**config.mk**
```make
export PLATFORM = sky130hd
export DESIGN_NAME = ledhp_top
export DESIGN_NICKNAME = d
export VERILOG_FILES = /design/src/include/ledhp_pkg.sv /design/src/rtl/ledhp_top.sv /design/src/rtl/ledhp_seg_decode.sv
export SDC_FILE = /design/constraint.sdc
export NUM_CORES = 1
export LEC_CHECK = 0
export BUFFER_PORTS_ARGS = -buffer_cell sky130_fd_sc_hd__buf_2
export CAP_MARGIN = 30
export CELL_PAD_IN_SITES_DETAIL_PLACEMENT = 0
export CELL_PAD_IN_SITES_GLOBAL_PLACEMENT = 1
export CORE_UTILIZATION = 48
export CTS_BUF_LIST = sky130_fd_sc_hd__clkbuf_4 sky130_fd_sc_hd__clkbuf_8
export CTS_CLUSTER_SIZE = 40
export DETAILED_ROUTE_END_ITERATION = 8
export PLACE_DENSITY_LB_ADDON = 0.1
export SLEW_MARGIN = 40
export SYNTH_ARGS = -nofsm -noshare
export SYNTH_HDL_FRONTEND = slang
export SYNTH_SLANG_ARGS = --single-unit
```
**constraint.sdc**
```tcl
create_clock -name SYS_CLK -period 6.4 [get_ports SYS_CLK]
set_clock_uncertainty 0.1 [all_clocks]
set_input_delay 1.28 -clock SYS_CLK [delete_from_list [all_inputs] [get_ports SYS_CLK]]
set_output_delay 1.28 -clock SYS_CLK [all_outputs]
set_load 0.05 [all_outputs]
```
**src/include/ledhp_pkg.sv**
```systemverilog
// package: constants, types and encodings of the led display host write port
package ledhp_pkg;

  // ==========================================================================
  // widths and counts
  localparam int DATA_W    = 8;
  localparam int DIGITS    = 8;
  localparam int ADDR_W    = 3;
  localparam int SEG_W     = 8;                // dp, a..g

  // ==========================================================================
  // control word bit positions
  localparam int CW_ADDR_LO  = 0;
  localparam int CW_BANK     = 3;
  localparam int CW_POWER    = 4;
  localparam int CW_FORMAT   = 5;
  localparam int CW_FONT     = 6;
  localparam int CW_BURST    = 7;
  localparam int DATA_DP     = 7;              // decimal point bit of display data

  // segment output bit positions
  localparam int SEG_A  = 0;
  localparam int SEG_B  = 1;
  localparam int SEG_C  = 2;
  localparam int SEG_D  = 3;
  localparam int SEG_E  = 4;
  localparam int SEG_F  = 5;
  localparam int SEG_G  = 6;
  localparam int SEG_DP = 7;

  // raw segment mode: data bit that drives each segment
  localparam int RAW_D = 0;
  localparam int RAW_F = 1;
  localparam int RAW_G = 2;
  localparam int RAW_E = 3;
  localparam int RAW_C = 4;
  localparam int RAW_B = 5;
  localparam int RAW_A = 6;

  // ==========================================================================
  // timing
  localparam int CLK_MHZ      = 100;
  localparam int SCAN_US      = 320;           // dwell per digit, ~390 Hz per digit over 8
  localparam int SCAN_CYCLES  = SCAN_US * CLK_MHZ;

  // reset values of the control word and the drive lines
  localparam logic [DATA_W-1:0] CW_RESET = 8'h10;      // powered, decoded, font b, bank b
  localparam logic [SEG_W-1:0]  SEG_OFF  = 8'h00;
  localparam logic [DIGITS-1:0] DIG_OFF  = 8'h00;

  // ==========================================================================
  // variant and three-level pin encodings
  typedef enum logic [1:0] {
    LEDHP_FN_LOW,                              // shutdown
    LEDHP_FN_FLOAT,                            // alternate bcd font
    LEDHP_FN_HIGH                              // hexadecimal font
  } ledhp_fn_t;

  // control settings decoded from the control word
  typedef struct packed {
    logic              burst;
    logic              font_hex;
    logic              raw_mode;
    logic              power_on;
    logic              bank_a;
    logic [ADDR_W-1:0] addr;
  } ledhp_ctrl_t;

  // host write port pins
  typedef struct packed {
    logic [DATA_W-1:0] data;
    logic              reg_sel;
    logic              strobe;
    logic [ADDR_W-1:0] digit_sel;
  } ledhp_host_t;

endpackage : ledhp_pkg

```
**src/rtl/ledhp_top.sv**
```systemverilog
// module: host write port, display ram and digit scan of an eight digit led driver
// What this block does
// rising write strobe captures the eight data inputs into control word or ram
// select high loads control word, low loads display ram
// control bit 6 high picks hex font, low picks alternate bcd font
// control bit 5 high picks raw segment mode, low decoded mode
// control bit 7 high announces a burst load of display data
// control bit 4 high runs normally, low stops scan and blanks display
// with burst low, control bits 2..0 address the single digit to update
// in decoded formats control bit 3 high picks bank a, low bank b
// ram writes take data bits 0..7, bit 7 is the decimal point
// direct variant: digit select pins address the digit written per strobe
// direct variant: decimal point input is active low, low lights it
// direct variant: function pin high hex, float bcd, low shutdown
// host drives register select from address line a0, two locations
// host pulses strobe only for accesses aimed at this device
// host writes a control word before any display data
// display ram holds two independent banks for decoded data
// bank select only in decoded formats; raw data uses both banks
// decimal point stored per digit, independent of bank
// control word without burst leaves ram unchanged, bank picks shown bank
// burst: blank, write next 8 strobes to digits 1..8, unblank, ignore more
// single digit mode writes data only to the addressed digit
// raw mode: high lights a segment, but low lights the decimal point
// scan eight digits cyclically, one digit line at a time
`timescale 1ns/10ps
module ledhp_top #(
  parameter bit DIRECT_VARIANT = 1'b0,
  parameter int SCAN_COUNT     = ledhp_pkg::SCAN_CYCLES
) (
  // clock and reset
  input  wire logic                             SYS_CLK,
  input  wire logic                             RST,
  // host write port
  input  wire logic [ledhp_pkg::DATA_W-1:0]     HOST_DATA,
  input  wire logic                             REG_SEL,
  input  wire logic                             WRITE_STROBE,
  // direct variant pins
  input  wire logic [ledhp_pkg::ADDR_W-1:0]     DIGIT_SEL,
  input  wire ledhp_pkg::ledhp_fn_t             FUNCTION_PIN,
  // led drive lines
  output logic      [ledhp_pkg::DIGITS-1:0]     DIGIT_EN,
  output logic      [ledhp_pkg::SEG_W-1:0]      SEG_OUT
);
  import ledhp_pkg::*;

  localparam int CNT_W = $clog2(SCAN_COUNT + 1);
  localparam logic [CNT_W-1:0]  CNT_LAST  = CNT_W'(SCAN_COUNT - 1);
  localparam logic [ADDR_W-1:0] ADDR_LAST = ADDR_W'(DIGITS - 1);
  // idle level of the host pins: the strobe rests high, so a low reset value would fake a write
  localparam ledhp_host_t       PIN_IDLE  = '{data: '0, reg_sel: 1'b0, strobe: 1'b1, digit_sel: '0};

  // ==========================================================================
  // pin synchronisers, two flops before any logic
  // trade-off: two cycles of latency for safety; the host holds every level longer than that
  ledhp_host_t pin_s1_r, pin_s2_r, pin_s3_r;
  ledhp_fn_t   fn_s1_r, fn_s2_r;
  always_ff @(posedge SYS_CLK or posedge RST) begin
    if (RST) begin
      pin_s1_r <= PIN_IDLE;
      pin_s2_r <= PIN_IDLE;
      pin_s3_r <= PIN_IDLE;
      fn_s1_r  <= LEDHP_FN_HIGH;
      fn_s2_r  <= LEDHP_FN_HIGH;
    end else begin
      pin_s1_r <= '{data: HOST_DATA, reg_sel: REG_SEL, strobe: WRITE_STROBE, digit_sel: DIGIT_SEL};
      pin_s2_r <= pin_s1_r;
      pin_s3_r <= pin_s2_r;       // previous synced sample for edge detect
      fn_s1_r  <= FUNCTION_PIN;
      fn_s2_r  <= fn_s1_r;
    end
  end

  // rising strobe; data and select are sampled with the same delay so they line up
  // data and select are read only at the strobe edge, so skew between their flops does no harm
  logic wr_rise;
  assign wr_rise = pin_s2_r.strobe & ~pin_s3_r.strobe;

  // ==========================================================================
  // control word decode
  // one decoder serves both the stored word and the word being written
  function automatic ledhp_ctrl_t decode_cw(input logic [DATA_W-1:0] w);
    ledhp_ctrl_t c;
    c.burst    = w[CW_BURST];
    c.font_hex = w[CW_FONT];
    c.raw_mode = w[CW_FORMAT];
    c.power_on = w[CW_POWER];
    c.bank_a   = w[CW_BANK];
    c.addr     = w[CW_ADDR_LO +: ADDR_W];
    return c;
  endfunction : decode_cw

  // ==========================================================================
  // control and burst state
  // idle: no control word yet, ram writes are dropped
  // single: ram writes go to the one addressed digit
  // burst: eight writes fill the digits in order while the display is blanked
  // done: burst finished, further ram writes are dropped
  typedef enum logic [1:0] {LEDHP_IDLE, LEDHP_SINGLE, LEDHP_BURST, LEDHP_DONE} ledhp_state_t;

  logic [DATA_W-1:0] cw_r, cw_nxt;
  ledhp_state_t      state_r, state_nxt;
  logic [ADDR_W-1:0] waddr_r, waddr_nxt;
  logic              ram_we;
  logic [ADDR_W-1:0] ram_addr;
  ledhp_ctrl_t       ctrl;
  ledhp_ctrl_t       wr_cw;
  assign ctrl = decode_cw(cw_r);
  // settings carried by the word now being written, used only on a control strobe
  assign wr_cw = decode_cw(pin_s2_r.data);

  // next control state from each captured strobe
  always_comb begin
    cw_nxt    = cw_r;
    state_nxt = state_r;
    waddr_nxt = waddr_r;
    ram_we    = 1'b0;
    ram_addr  = waddr_r;
    if (DIRECT_VARIANT) begin
      if (wr_rise) begin
        ram_we   = 1'b1;
        ram_addr = pin_s2_r.digit_sel;
      end
    end else if (wr_rise) begin
      if (pin_s2_r.reg_sel) begin
        // a new control word always wins, even in the middle of a burst
        cw_nxt    = pin_s2_r.data;               // no ram write here
        waddr_nxt = wr_cw.burst ? '0 : wr_cw.addr;
        state_nxt = wr_cw.burst ? LEDHP_BURST : LEDHP_SINGLE;
      end else begin
        case (state_r)
          LEDHP_SINGLE: begin
            ram_we = 1'b1;
          end
          LEDHP_BURST: begin
            ram_we    = 1'b1;
            // wraps to zero after the last digit; the done state keeps that from being used
            waddr_nxt = waddr_r + ADDR_W'(1);
            if (waddr_r == ADDR_LAST) begin
              state_nxt = LEDHP_DONE;            // extra strobes ignored
            end
          end
          default: ram_we = 1'b0;                // no control word yet, or burst done
        endcase
      end
    end
  end

  // control word, write state and write address registers
  always_ff @(posedge SYS_CLK or posedge RST) begin
    if (RST) begin
      cw_r    <= CW_RESET;
      state_r <= LEDHP_IDLE;
      waddr_r <= '0;
    end else begin
      cw_r    <= cw_nxt;
      state_r <= state_nxt;
      waddr_r <= waddr_nxt;
    end
  end

  // ==========================================================================
  // display ram: low nibble per bank, upper three bits shared, dp per digit
  // the decimal point lives outside the banks, so a bank swap never moves it
  // a raw byte spreads over both nibbles, so a raw write spoils both decoded banks
  logic [3:0] bank_a_r [DIGITS], bank_a_nxt [DIGITS];
  logic [3:0] bank_b_r [DIGITS], bank_b_nxt [DIGITS];
  logic [2:0] upper_r  [DIGITS], upper_nxt  [DIGITS];
  logic       dp_r     [DIGITS], dp_nxt     [DIGITS];

  // raw mode fills bank a with the low nibble and bank b with the upper bits
  genvar gi;
  generate
    for (gi = 0; gi < DIGITS; gi++) begin : g_ram
      always_comb begin
        bank_a_nxt[gi] = bank_a_r[gi];
        bank_b_nxt[gi] = bank_b_r[gi];
        upper_nxt[gi]  = upper_r[gi];
        dp_nxt[gi]     = dp_r[gi];
        if (ram_we && ram_addr == ADDR_W'(gi)) begin
          dp_nxt[gi] = pin_s2_r.data[DATA_DP];         // stored as written
          if (DIRECT_VARIANT || !ctrl.raw_mode) begin
            if (DIRECT_VARIANT || ctrl.bank_a) begin
              bank_a_nxt[gi] = pin_s2_r.data[3:0];
            end else begin
              bank_b_nxt[gi] = pin_s2_r.data[3:0];
            end
          end else begin
            bank_a_nxt[gi] = pin_s2_r.data[3:0];       // raw uses both banks
            bank_b_nxt[gi] = {1'b0, pin_s2_r.data[6:4]};
            upper_nxt[gi]  = pin_s2_r.data[6:4];
          end
        end
      end
      // ram cells; the decimal point starts unlit
      always_ff @(posedge SYS_CLK or posedge RST) begin
        if (RST) begin
          bank_a_r[gi] <= '0;
          bank_b_r[gi] <= '0;
          upper_r[gi]  <= '0;
          dp_r[gi]     <= 1'b1;                        // dp off
        end else begin
          bank_a_r[gi] <= bank_a_nxt[gi];
          bank_b_r[gi] <= bank_b_nxt[gi];
          upper_r[gi]  <= upper_nxt[gi];
          dp_r[gi]     <= dp_nxt[gi];
        end
      end
    end
  endgenerate

  // ==========================================================================
  // effective mode: direct variant follows the three-level pin
  // the direct variant has no control word, so its mode comes from the pin alone
  logic eff_power, eff_hex, eff_raw, eff_bank_a, blank;
  always_comb begin
    if (DIRECT_VARIANT) begin
      eff_power  = (fn_s2_r != LEDHP_FN_LOW);
      eff_hex    = (fn_s2_r == LEDHP_FN_HIGH);
      eff_raw    = 1'b0;
      eff_bank_a = 1'b1;
    end else begin
      eff_power  = ctrl.power_on;
      eff_hex    = ctrl.font_hex;
      eff_raw    = ctrl.raw_mode;
      eff_bank_a = ctrl.bank_a;                       // bank shown on all digits
    end
  end
  // display blanked while a burst is loading
  // the scan keeps running during a burst, so the digit shown after it need not be digit 1
  assign blank = ~eff_power | (state_r == LEDHP_BURST);

  // ==========================================================================
  // scan counter and digit pointer, halted in shutdown
  // limitation: the count halts mid-digit, so the first dwell after wake-up is short
  logic [CNT_W-1:0]  cnt_r, cnt_nxt;
  logic [ADDR_W-1:0] scan_r, scan_nxt;
  always_comb begin
    cnt_nxt  = cnt_r;
    scan_nxt = scan_r;
    if (eff_power) begin
      if (cnt_r == CNT_LAST) begin
        cnt_nxt  = '0;
        scan_nxt = scan_r + ADDR_W'(1);
      end else begin
        cnt_nxt = cnt_r + CNT_W'(1);
      end
    end
  end

  // segment pattern for the digit under scan
  // digit line and segments leave the same edge, so no old pattern ghosts onto the new digit
  logic [6:0]       dec_segs;
  logic [SEG_W-1:0] seg_nxt;
  logic [DIGITS-1:0] dig_nxt;
  logic [3:0]       shown_code;
  logic [6:0]       raw_bits;
  assign shown_code = eff_bank_a ? bank_a_r[scan_r] : bank_b_r[scan_r];
  assign raw_bits   = {upper_r[scan_r], bank_a_r[scan_r]};

  ledhp_seg_decode u_dec (
    .code     (shown_code),
    .font_hex (eff_hex),
    .segs     (dec_segs)
  );

  always_comb begin
    seg_nxt = SEG_OFF;
    dig_nxt = DIG_OFF;
    if (!blank) begin
      dig_nxt[scan_r] = 1'b1;                          // one digit at a time
      if (eff_raw) begin
        seg_nxt[SEG_A] = raw_bits[RAW_A];
        seg_nxt[SEG_B] = raw_bits[RAW_B];
        seg_nxt[SEG_C] = raw_bits[RAW_C];
        seg_nxt[SEG_D] = raw_bits[RAW_D];
        seg_nxt[SEG_E] = raw_bits[RAW_E];
        seg_nxt[SEG_F] = raw_bits[RAW_F];
        seg_nxt[SEG_G] = raw_bits[RAW_G];
      end else begin
        seg_nxt[SEG_G:SEG_A] = dec_segs;
      end
      seg_nxt[SEG_DP] = ~dp_r[scan_r];                 // low lights dp
    end
  end

  // registered drive lines
  // straight from flops, so the drive lines never glitch between edges
  always_ff @(posedge SYS_CLK or posedge RST) begin
    if (RST) begin
      cnt_r    <= '0;
      scan_r   <= '0;
      DIGIT_EN <= DIG_OFF;
      SEG_OUT  <= SEG_OFF;
    end else begin
      cnt_r    <= cnt_nxt;
      scan_r   <= scan_nxt;
      DIGIT_EN <= dig_nxt;
      SEG_OUT  <= seg_nxt;
    end
  end

endmodule : ledhp_top

```
**src/rtl/ledhp_seg_decode.sv**
```systemverilog
// module: seven segment character decoder for hex and alternate bcd fonts
`timescale 1ns/10ps
module ledhp_seg_decode (
  // stored digit data
  input  wire logic [3:0]               code,
  input  wire logic                     font_hex,
  // segment pattern, a..g in bits 0..6
  output logic      [6:0]               segs
);
  import ledhp_pkg::*;

  // ==========================================================================
  // character lookup, gfedcba order
  always_comb begin
    segs = 7'h00;
    case (code)
      4'h0: segs = 7'h3f;
      4'h1: segs = 7'h06;
      4'h2: segs = 7'h5b;
      4'h3: segs = 7'h4f;
      4'h4: segs = 7'h66;
      4'h5: segs = 7'h6d;
      4'h6: segs = 7'h7d;
      4'h7: segs = 7'h07;
      4'h8: segs = 7'h7f;
      4'h9: segs = 7'h6f;
      4'ha: segs = font_hex ? 7'h77 : 7'h40;  // A / dash
      4'hb: segs = font_hex ? 7'h7c : 7'h79;  // b / E
      4'hc: segs = font_hex ? 7'h39 : 7'h76;  // C / H
      4'hd: segs = font_hex ? 7'h5e : 7'h38;  // d / L
      4'he: segs = font_hex ? 7'h79 : 7'h73;  // E / P
      4'hf: segs = font_hex ? 7'h71 : 7'h00;  // F / blank
      default: segs = 7'h00;
    endcase
  end

endmodule : ledhp_seg_decode

```
Word level (Yosys, flattened, before mapping)
Index checks and enable logic that the tools add are counted.
Storage, ports and cells
  flip-flop bits (word level): 163
  bits in latches: 0
  bits in writable memories: 0
  ROM bits: 0
  input port bits: 17
  output and inout bits: 16
  word-level logic and storage cells: 167
  memories kept: 0
Operators by class
  add/subtract/negate cells: 3
  $mul: 0
  divide/modulo/power cells: 0
  magnitude comparators: 3
  equality and inequality tests: 26
  shift operators: 0
  mux-type cells: 40
  bitwise logic cells: 6
  reductions and logical operators: 43
Operators by type and width (count)
  one-hot mux 7 bit (16 select lines): 1
  AND reduction 2 bit: 27
  2-to-1 mux 4 bit: 10
  == test 4 bit, second input constant: 8
  2-to-1 mux 7 bit: 4
  binary-select mux 4 bit (select 3 bit): 2
  2-to-1 mux 3 bit: 6
  == test 4 x 3 -> 1 bit, second input constant: 4
  2-to-1 mux 8 bit: 2
  adder 15 x 1 -> 15 bit, second input constant: 1
  == test 15 bit, second input constant: 1
  2-to-1 mux 15 bit: 1
  == test 3 bit, second input constant: 4
  binary-select mux 3 bit (select 3 bit): 1
  logical AND 1 bit: 9
  == test 4 x 2 -> 1 bit, second input constant: 2
  2-to-1 mux 2 bit: 4
  adder 3 x 1 -> 3 bit, second input constant: 2
  == test 3 x 2 -> 1 bit, second input constant: 2
  2-to-1 mux 1 bit: 6
  2-to-1 mux 6 bit: 1
  nonzero test 2 bit: 3
  == test 4 x 1 -> 1 bit, second input constant: 1
  >= comparator 4 bit, second input constant: 1
  other kinds (16): 18

Logic depth before layout (Yosys ltp)
  word-level depth: 9
  gate-level depth with buffers: 11
  depth with buffers taken out: 7

Modules after synthesis
A second synthesis with hierarchy kept.
Unflattened totals
  cells, all modules: 581
  area total of the unflattened synthesis: 7470.9 µm²
By module, submodules not included
  ledhp_top: instances 1, cells each 530, area each 7121.8 µm², sequential area each 4018.9 µm²
  ledhp_seg_decode: instances 1, cells each 51, area each 349.1 µm², sequential area each 0.0 µm²

Worst setup path before layout
No wires, ideal clock.
  path kind: reg2reg
  from: register scan_r[0]
  to: register SEG_OUT[2] in the netlist's numbering
  library setup time: 131 ps
  arrival: 2126 ps
  data required time: 6169 ps
  slack: 4043 ps
  cell stages (with the launch flop): 10
  buffers on the path: 3
  clock period less this slack: 2357 ps
  cell sequence: dfrtp_1 > buf_6 > buf_8 > mux4_2 > a22oi_2 > o31ai_2 > buf_4 > o31ai_1 > o32a_1 > o21ai_0
On the way
  word-level cells in the longest chain between the ends: 9
  elaborated cells between the ends (all ways): 30
  those cells by class: eq/ne: 15; mux: 13; bitwise: 1; reduce/logical: 1
RTL lines
  from (decl): RTL line ledhp_top.sv:237  | logic [ADDR_W-1:0] scan_r, scan_nxt;
  from (signal assigned): RTL line ledhp_top.sv:297  | scan_r <= scan_nxt;
  NOT 3 -> 4 bit (not written as such) (*): RTL line ledhp_top.sv:258, ledhp_top.sv:259
  binary-select mux 4 bit (select 3 bit): RTL line ledhp_top.sv:258  | assign shown_code = eff_bank_a ? bank_a_r[scan_r] : bank_b_r[scan_r];
  2-to-1 mux 4 bit (not written as such) (2 in series): RTL line ledhp_top.sv:258
  2-to-1 mux 4 bit: RTL line ledhp_top.sv:258
  == test 4 bit, or another cell as far along: RTL line ledhp_seg_decode.sv:16  | case (code)
  one-hot mux 7 bit (16 select lines): RTL line ledhp_seg_decode.sv:16
  2-to-1 mux 7 bit (*): RTL line ledhp_top.sv:272  | if (eff_raw) begin
  2-to-1 mux 8 bit (*): RTL line ledhp_top.sv:270  | if (!blank) begin
  named net seg_nxt[2]: RTL line ledhp_top.sv:254  | logic [SEG_W-1:0] seg_nxt;
  to (signal assigned): RTL line ledhp_top.sv:299  | SEG_OUT <= seg_nxt;
  to (decl): RTL line ledhp_top.sv:43  | output logic [ledhp_pkg::SEG_W-1:0] SEG_OUT
Mark *: on every way through the listed nets, which the timed path passes. The rest lies on a longest branch. The select of a mux whose other input is x is not followed.
A chain may end at the register's enable or synchronous reset.

Worst setup path in the final report
  from: register scan_r[0]
  to: register SEG_OUT[3] in the netlist's numbering
On the way
  word-level cells in the longest chain between the ends: 9
  elaborated cells between the ends (all ways): 27
  those cells by class: eq/ne: 15; mux: 10; bitwise: 1; reduce/logical: 1
RTL lines (RTL line)
  NOT 3 -> 4 bit (not written as such) (*): ledhp_top.sv:258, ledhp_top.sv:259
  binary-select mux 4 bit (select 3 bit), on equally long branches: ledhp_top.sv:258, ledhp_top.sv:259
  2-to-1 mux 4 bit, on equally long branches (2 in series): ledhp_top.sv:258, ledhp_top.sv:259
  2-to-1 mux 4 bit: ledhp_top.sv:258
  == test 4 bit, or another cell as far along: ledhp_seg_decode.sv:16
  one-hot mux 7 bit (16 select lines): ledhp_seg_decode.sv:16
  2-to-1 mux 7 bit (*): ledhp_top.sv:272
  2-to-1 mux 8 bit (*): ledhp_top.sv:270
  named net seg_nxt[3]: ledhp_top.sv:254
Marks and branches as above.

==> results.sh <==
export IMPL_start_kind="flop"
export IMPL_worst_slew_pin_slew_ps=736
export IMPL_final_setup_tns_ps=0
export IMPL_antennaDiodeCount=0
export IMPL_ff2ff_path_depth=8
export IMPL_finalMaxSlewViolations=0
export IMPL_antenna_found_initial=0
export IMPL_cts_resized_gates=0
export IMPL_p_leak_nw=3.56
export IMPL_io_buffer_count=27
export IMPL_r2r_end="SEG_OUT[3]$_DFF_PP0_"
export IMPL_r2r_start="scan_r[0]$_DFFE_PP0P_"
export IMPL_ff2ff_setup_slack_ps=2970
export IMPL_viasPerCell=5.71
export IMPL_holdPathStages=0
export IMPL_ys_types=55
export IMPL_std_cell_rows=44
export IMPL_cts_setup_buffers=0
export IMPL_mostFrequentLayoutCells="dfrtp_1 (147), mux2_2 (73), nand2_1 (70)"
export IMPL_drt_pass1_iter_count=4
export IMPL_drc=0
export IMPL_critPathMaxFanout=24
export IMPL_wl_um=15800
export IMPL_slew_headroom_pct=49.5
export IMPL_holdCritPathClass="flop to flop"
export IMPL_criticalPathCategory="flop to flop"
export IMPL_drv_cap=0
export IMPL_powerDensity_nw_per_um2=368
export IMPL_synth_largest_area_cell="dfrtp_1"
export IMPL_clock_tree_root_cell="clkbuf_8"
export IMPL_synth_area_top_cells="dfrtp_1 (51%), mux2_2 (11%), mux4_2 (5.6%)"
export IMPL_synthFlopType="dfrtp_1"
export IMPL_ys_seq_area_share_pct=55.6
export IMPL_synth_top_area_share_pct=51.3
export IMPL_htree_levels=4
export IMPL_numCtsBuffers=17
export IMPL_ys_ff_latch=160
export IMPL_timing_final_crit_period_ps=3430
export IMPL_hold_viol_final=0
export IMPL_hold_end="wr_cw[2]$_DFF_PP0_"
export IMPL_ios=33
export IMPL_clockBufferDepth=2
export IMPL_clkLatencyLatePin_ps=450
export IMPL_synth_avg_cell_area_um2=12.3
export IMPL_outcome="completed"
export IMPL_clock_fmax_ghz=0.291
export IMPL_synth_warning_count=0
export IMPL_finalSetupViolations=0
export IMPL_ctsHoldBuffers=0
export IMPL_cts_tree="done"
export IMPL_final_common_cell="dfrtp_1"
export IMPL_grt_pass1_vias=4779
export IMPL_gr_total_overflow=0
export IMPL_clkTransAtPathRegs_ps=90
export IMPL_period_share_pct=53.6
export IMPL_postRouteAntennaNets=0
export IMPL_end_kind="flop"
export IMPL_rsz0062_at_grt="false"
export IMPL_ir_drop_v=0.000217
export IMPL_grt_usage_pct=21.9
export IMPL_drtIter0Drc=368
export IMPL_route_vias_total=4582
export IMPL_syn_num_nets=611
export IMPL_ys_async_sr_fraction_pct=100
export IMPL_fp_dieW_um=125
export IMPL_die_area_um2=15500
export IMPL_core_area_um2=14600
export IMPL_worstPathRequired_ps=6620
export IMPL_die_h_um=125
export IMPL_total_power_mw=2.92
export IMPL_drive_above_1_share_pct=28.8
export IMPL_gp_congestion=0.843
export IMPL_arrival_ps=3650
export IMPL_synth_edf_count=0
export IMPL_synthCells=585
export IMPL_grt_first_pass_wirelength_um=26200
export IMPL_fin_nets=632
export IMPL_area_growth_pct=9.65
export IMPL_dp_hpwl_um=10700
export IMPL_clock_sinks=160
export IMPL_grt_max_degree=119
export IMPL_wl_per_cell_um=19.7
export IMPL_start_util_pct=49.5
export IMPL_min_from="pin_s1_r[7]$_DFF_PP0_"
export IMPL_synth_area_um2=7220
per-layer routing:
| metal | track usage (%) | part of all wire (%) | vias to the layer above |
|---|---|---|---|
| met5 | 0 | 0 | - |
| met2 | 33.6 | 47 | 104 |
| met4 | 5.67 | 0.87 | 0 |
| met3 | 4.68 | 3.9 | 10 |
| li1 | - | - | 2138 |
| met1 | 31.7 | 49 | 2330 |
power breakdown:
group          switching [mW]  internal, mW  leakage, nW
clock                   0.362         0.406        0.210
combinational           0.415         0.328         1.27
sequential              0.150          1.26         2.08
total                   0.927          1.99         3.56
Yosys cell counts, drive strengths merged (5+ instances only):
master and instances:
a21oi 12, nor2 26, dfrtp 148, and3 6
xor2 6, xnor2 7, inv 7, ha 9
nor2b 8, mux2 73, dfstp 12, clkbuf 10
mux4 19, nand4 5, o21ai 46, nand2b 9
mux2i 17, a22o 5, nand3b 5, nand2 70
nand3 17, buf 20, nor3 8
logic make-up (layout without fill, tap and decap cells):
group / count (synthesis) / in the layout / share of synthesized area, %
DFF: 160 / 160 / 55.6
adders and majority gates: 9 / 9 / 1.56
and+or+nand+nor: 163 / 163 / 10.7
xor gates and xnor gates: 13 / 13 / 1.58
buffers and inverters: 37 / 70 / 2.51
muxes: 109 / 109 / 19.7
AOI/OAI and AO/OA: 94 / 94 / 8.37
through the flow:
stage | utilization [%] | instance area [um^2] | hold slack [ps] | instances | worst slack, ps
final | 54.3 | 7920 | 251 | 802 | 2970
after global routing | 54.3 | 7920 | 259 | 802 | 2750
after CTS | 54.2 | 7900 | 253 | 802 | 2920
after detailed placement | 51.4 | 7490 | 235 | 771 | 2950
after global placement | 51.3 | 7480 | 231 | 771 | 2850
after floorplan | - | 7220 | 231 | 585 | 720
cell type report:
type | instances | area, um^2
fillers | 1222 | 6670
flip-flops and latches | 160 | 4020
multi-input cells | 388 | 3050
clock buffers | 21 | 270
well taps | 184 | 230
repair buffers | 32 | 173
clock inverters | 10 | 139
inverters | 7 | 38.8
critical path, stage by stage, from the launching register on:
cell,delay [ps]
dfrtp_2,850
buf_4,390
mux4_2,550
mux2i_1,330
o2bb2ai_2,280
nor2_1,280
mux2i_1,120
o311ai_1,290
a21oi_1,80
how the worst max path moves through the flow:
stage	startpoint	end	slack, ps
detailed placement	scan_r[0]$_DFFE_PP0P_	SEG_OUT[0]$_DFF_PP0_	2950
finish	scan_r[0]$_DFFE_PP0P_	SEG_OUT[3]$_DFF_PP0_	2970
global placement	scan_r[0]$_DFFE_PP0P_	SEG_OUT[3]$_DFF_PP0_	2850
CTS	scan_r[0]$_DFFE_PP0P_	SEG_OUT[0]$_DFF_PP0_	2920
floorplan	RST	DIGIT_EN[0]$_DFF_PP0_	720
global route	scan_r[0]$_DFFE_PP0P_	SEG_OUT[3]$_DFF_PP0_	2750
flip-flops by register name, indices dropped and copies added, names as in the netlist:
register  count
bank_b_r     32
upper_r      24
bank_a_r     32
ram_addr      3
scan_r        3
pin_s2_r      2
pin_s3_r      1
state_r       2
pin_s1_r     10
wr_cw         8
ctrl          4
cnt_r        15
dp_r          8
SEG_OUT       8
DIGIT_EN      8
(Power assumes the default switching activity.)
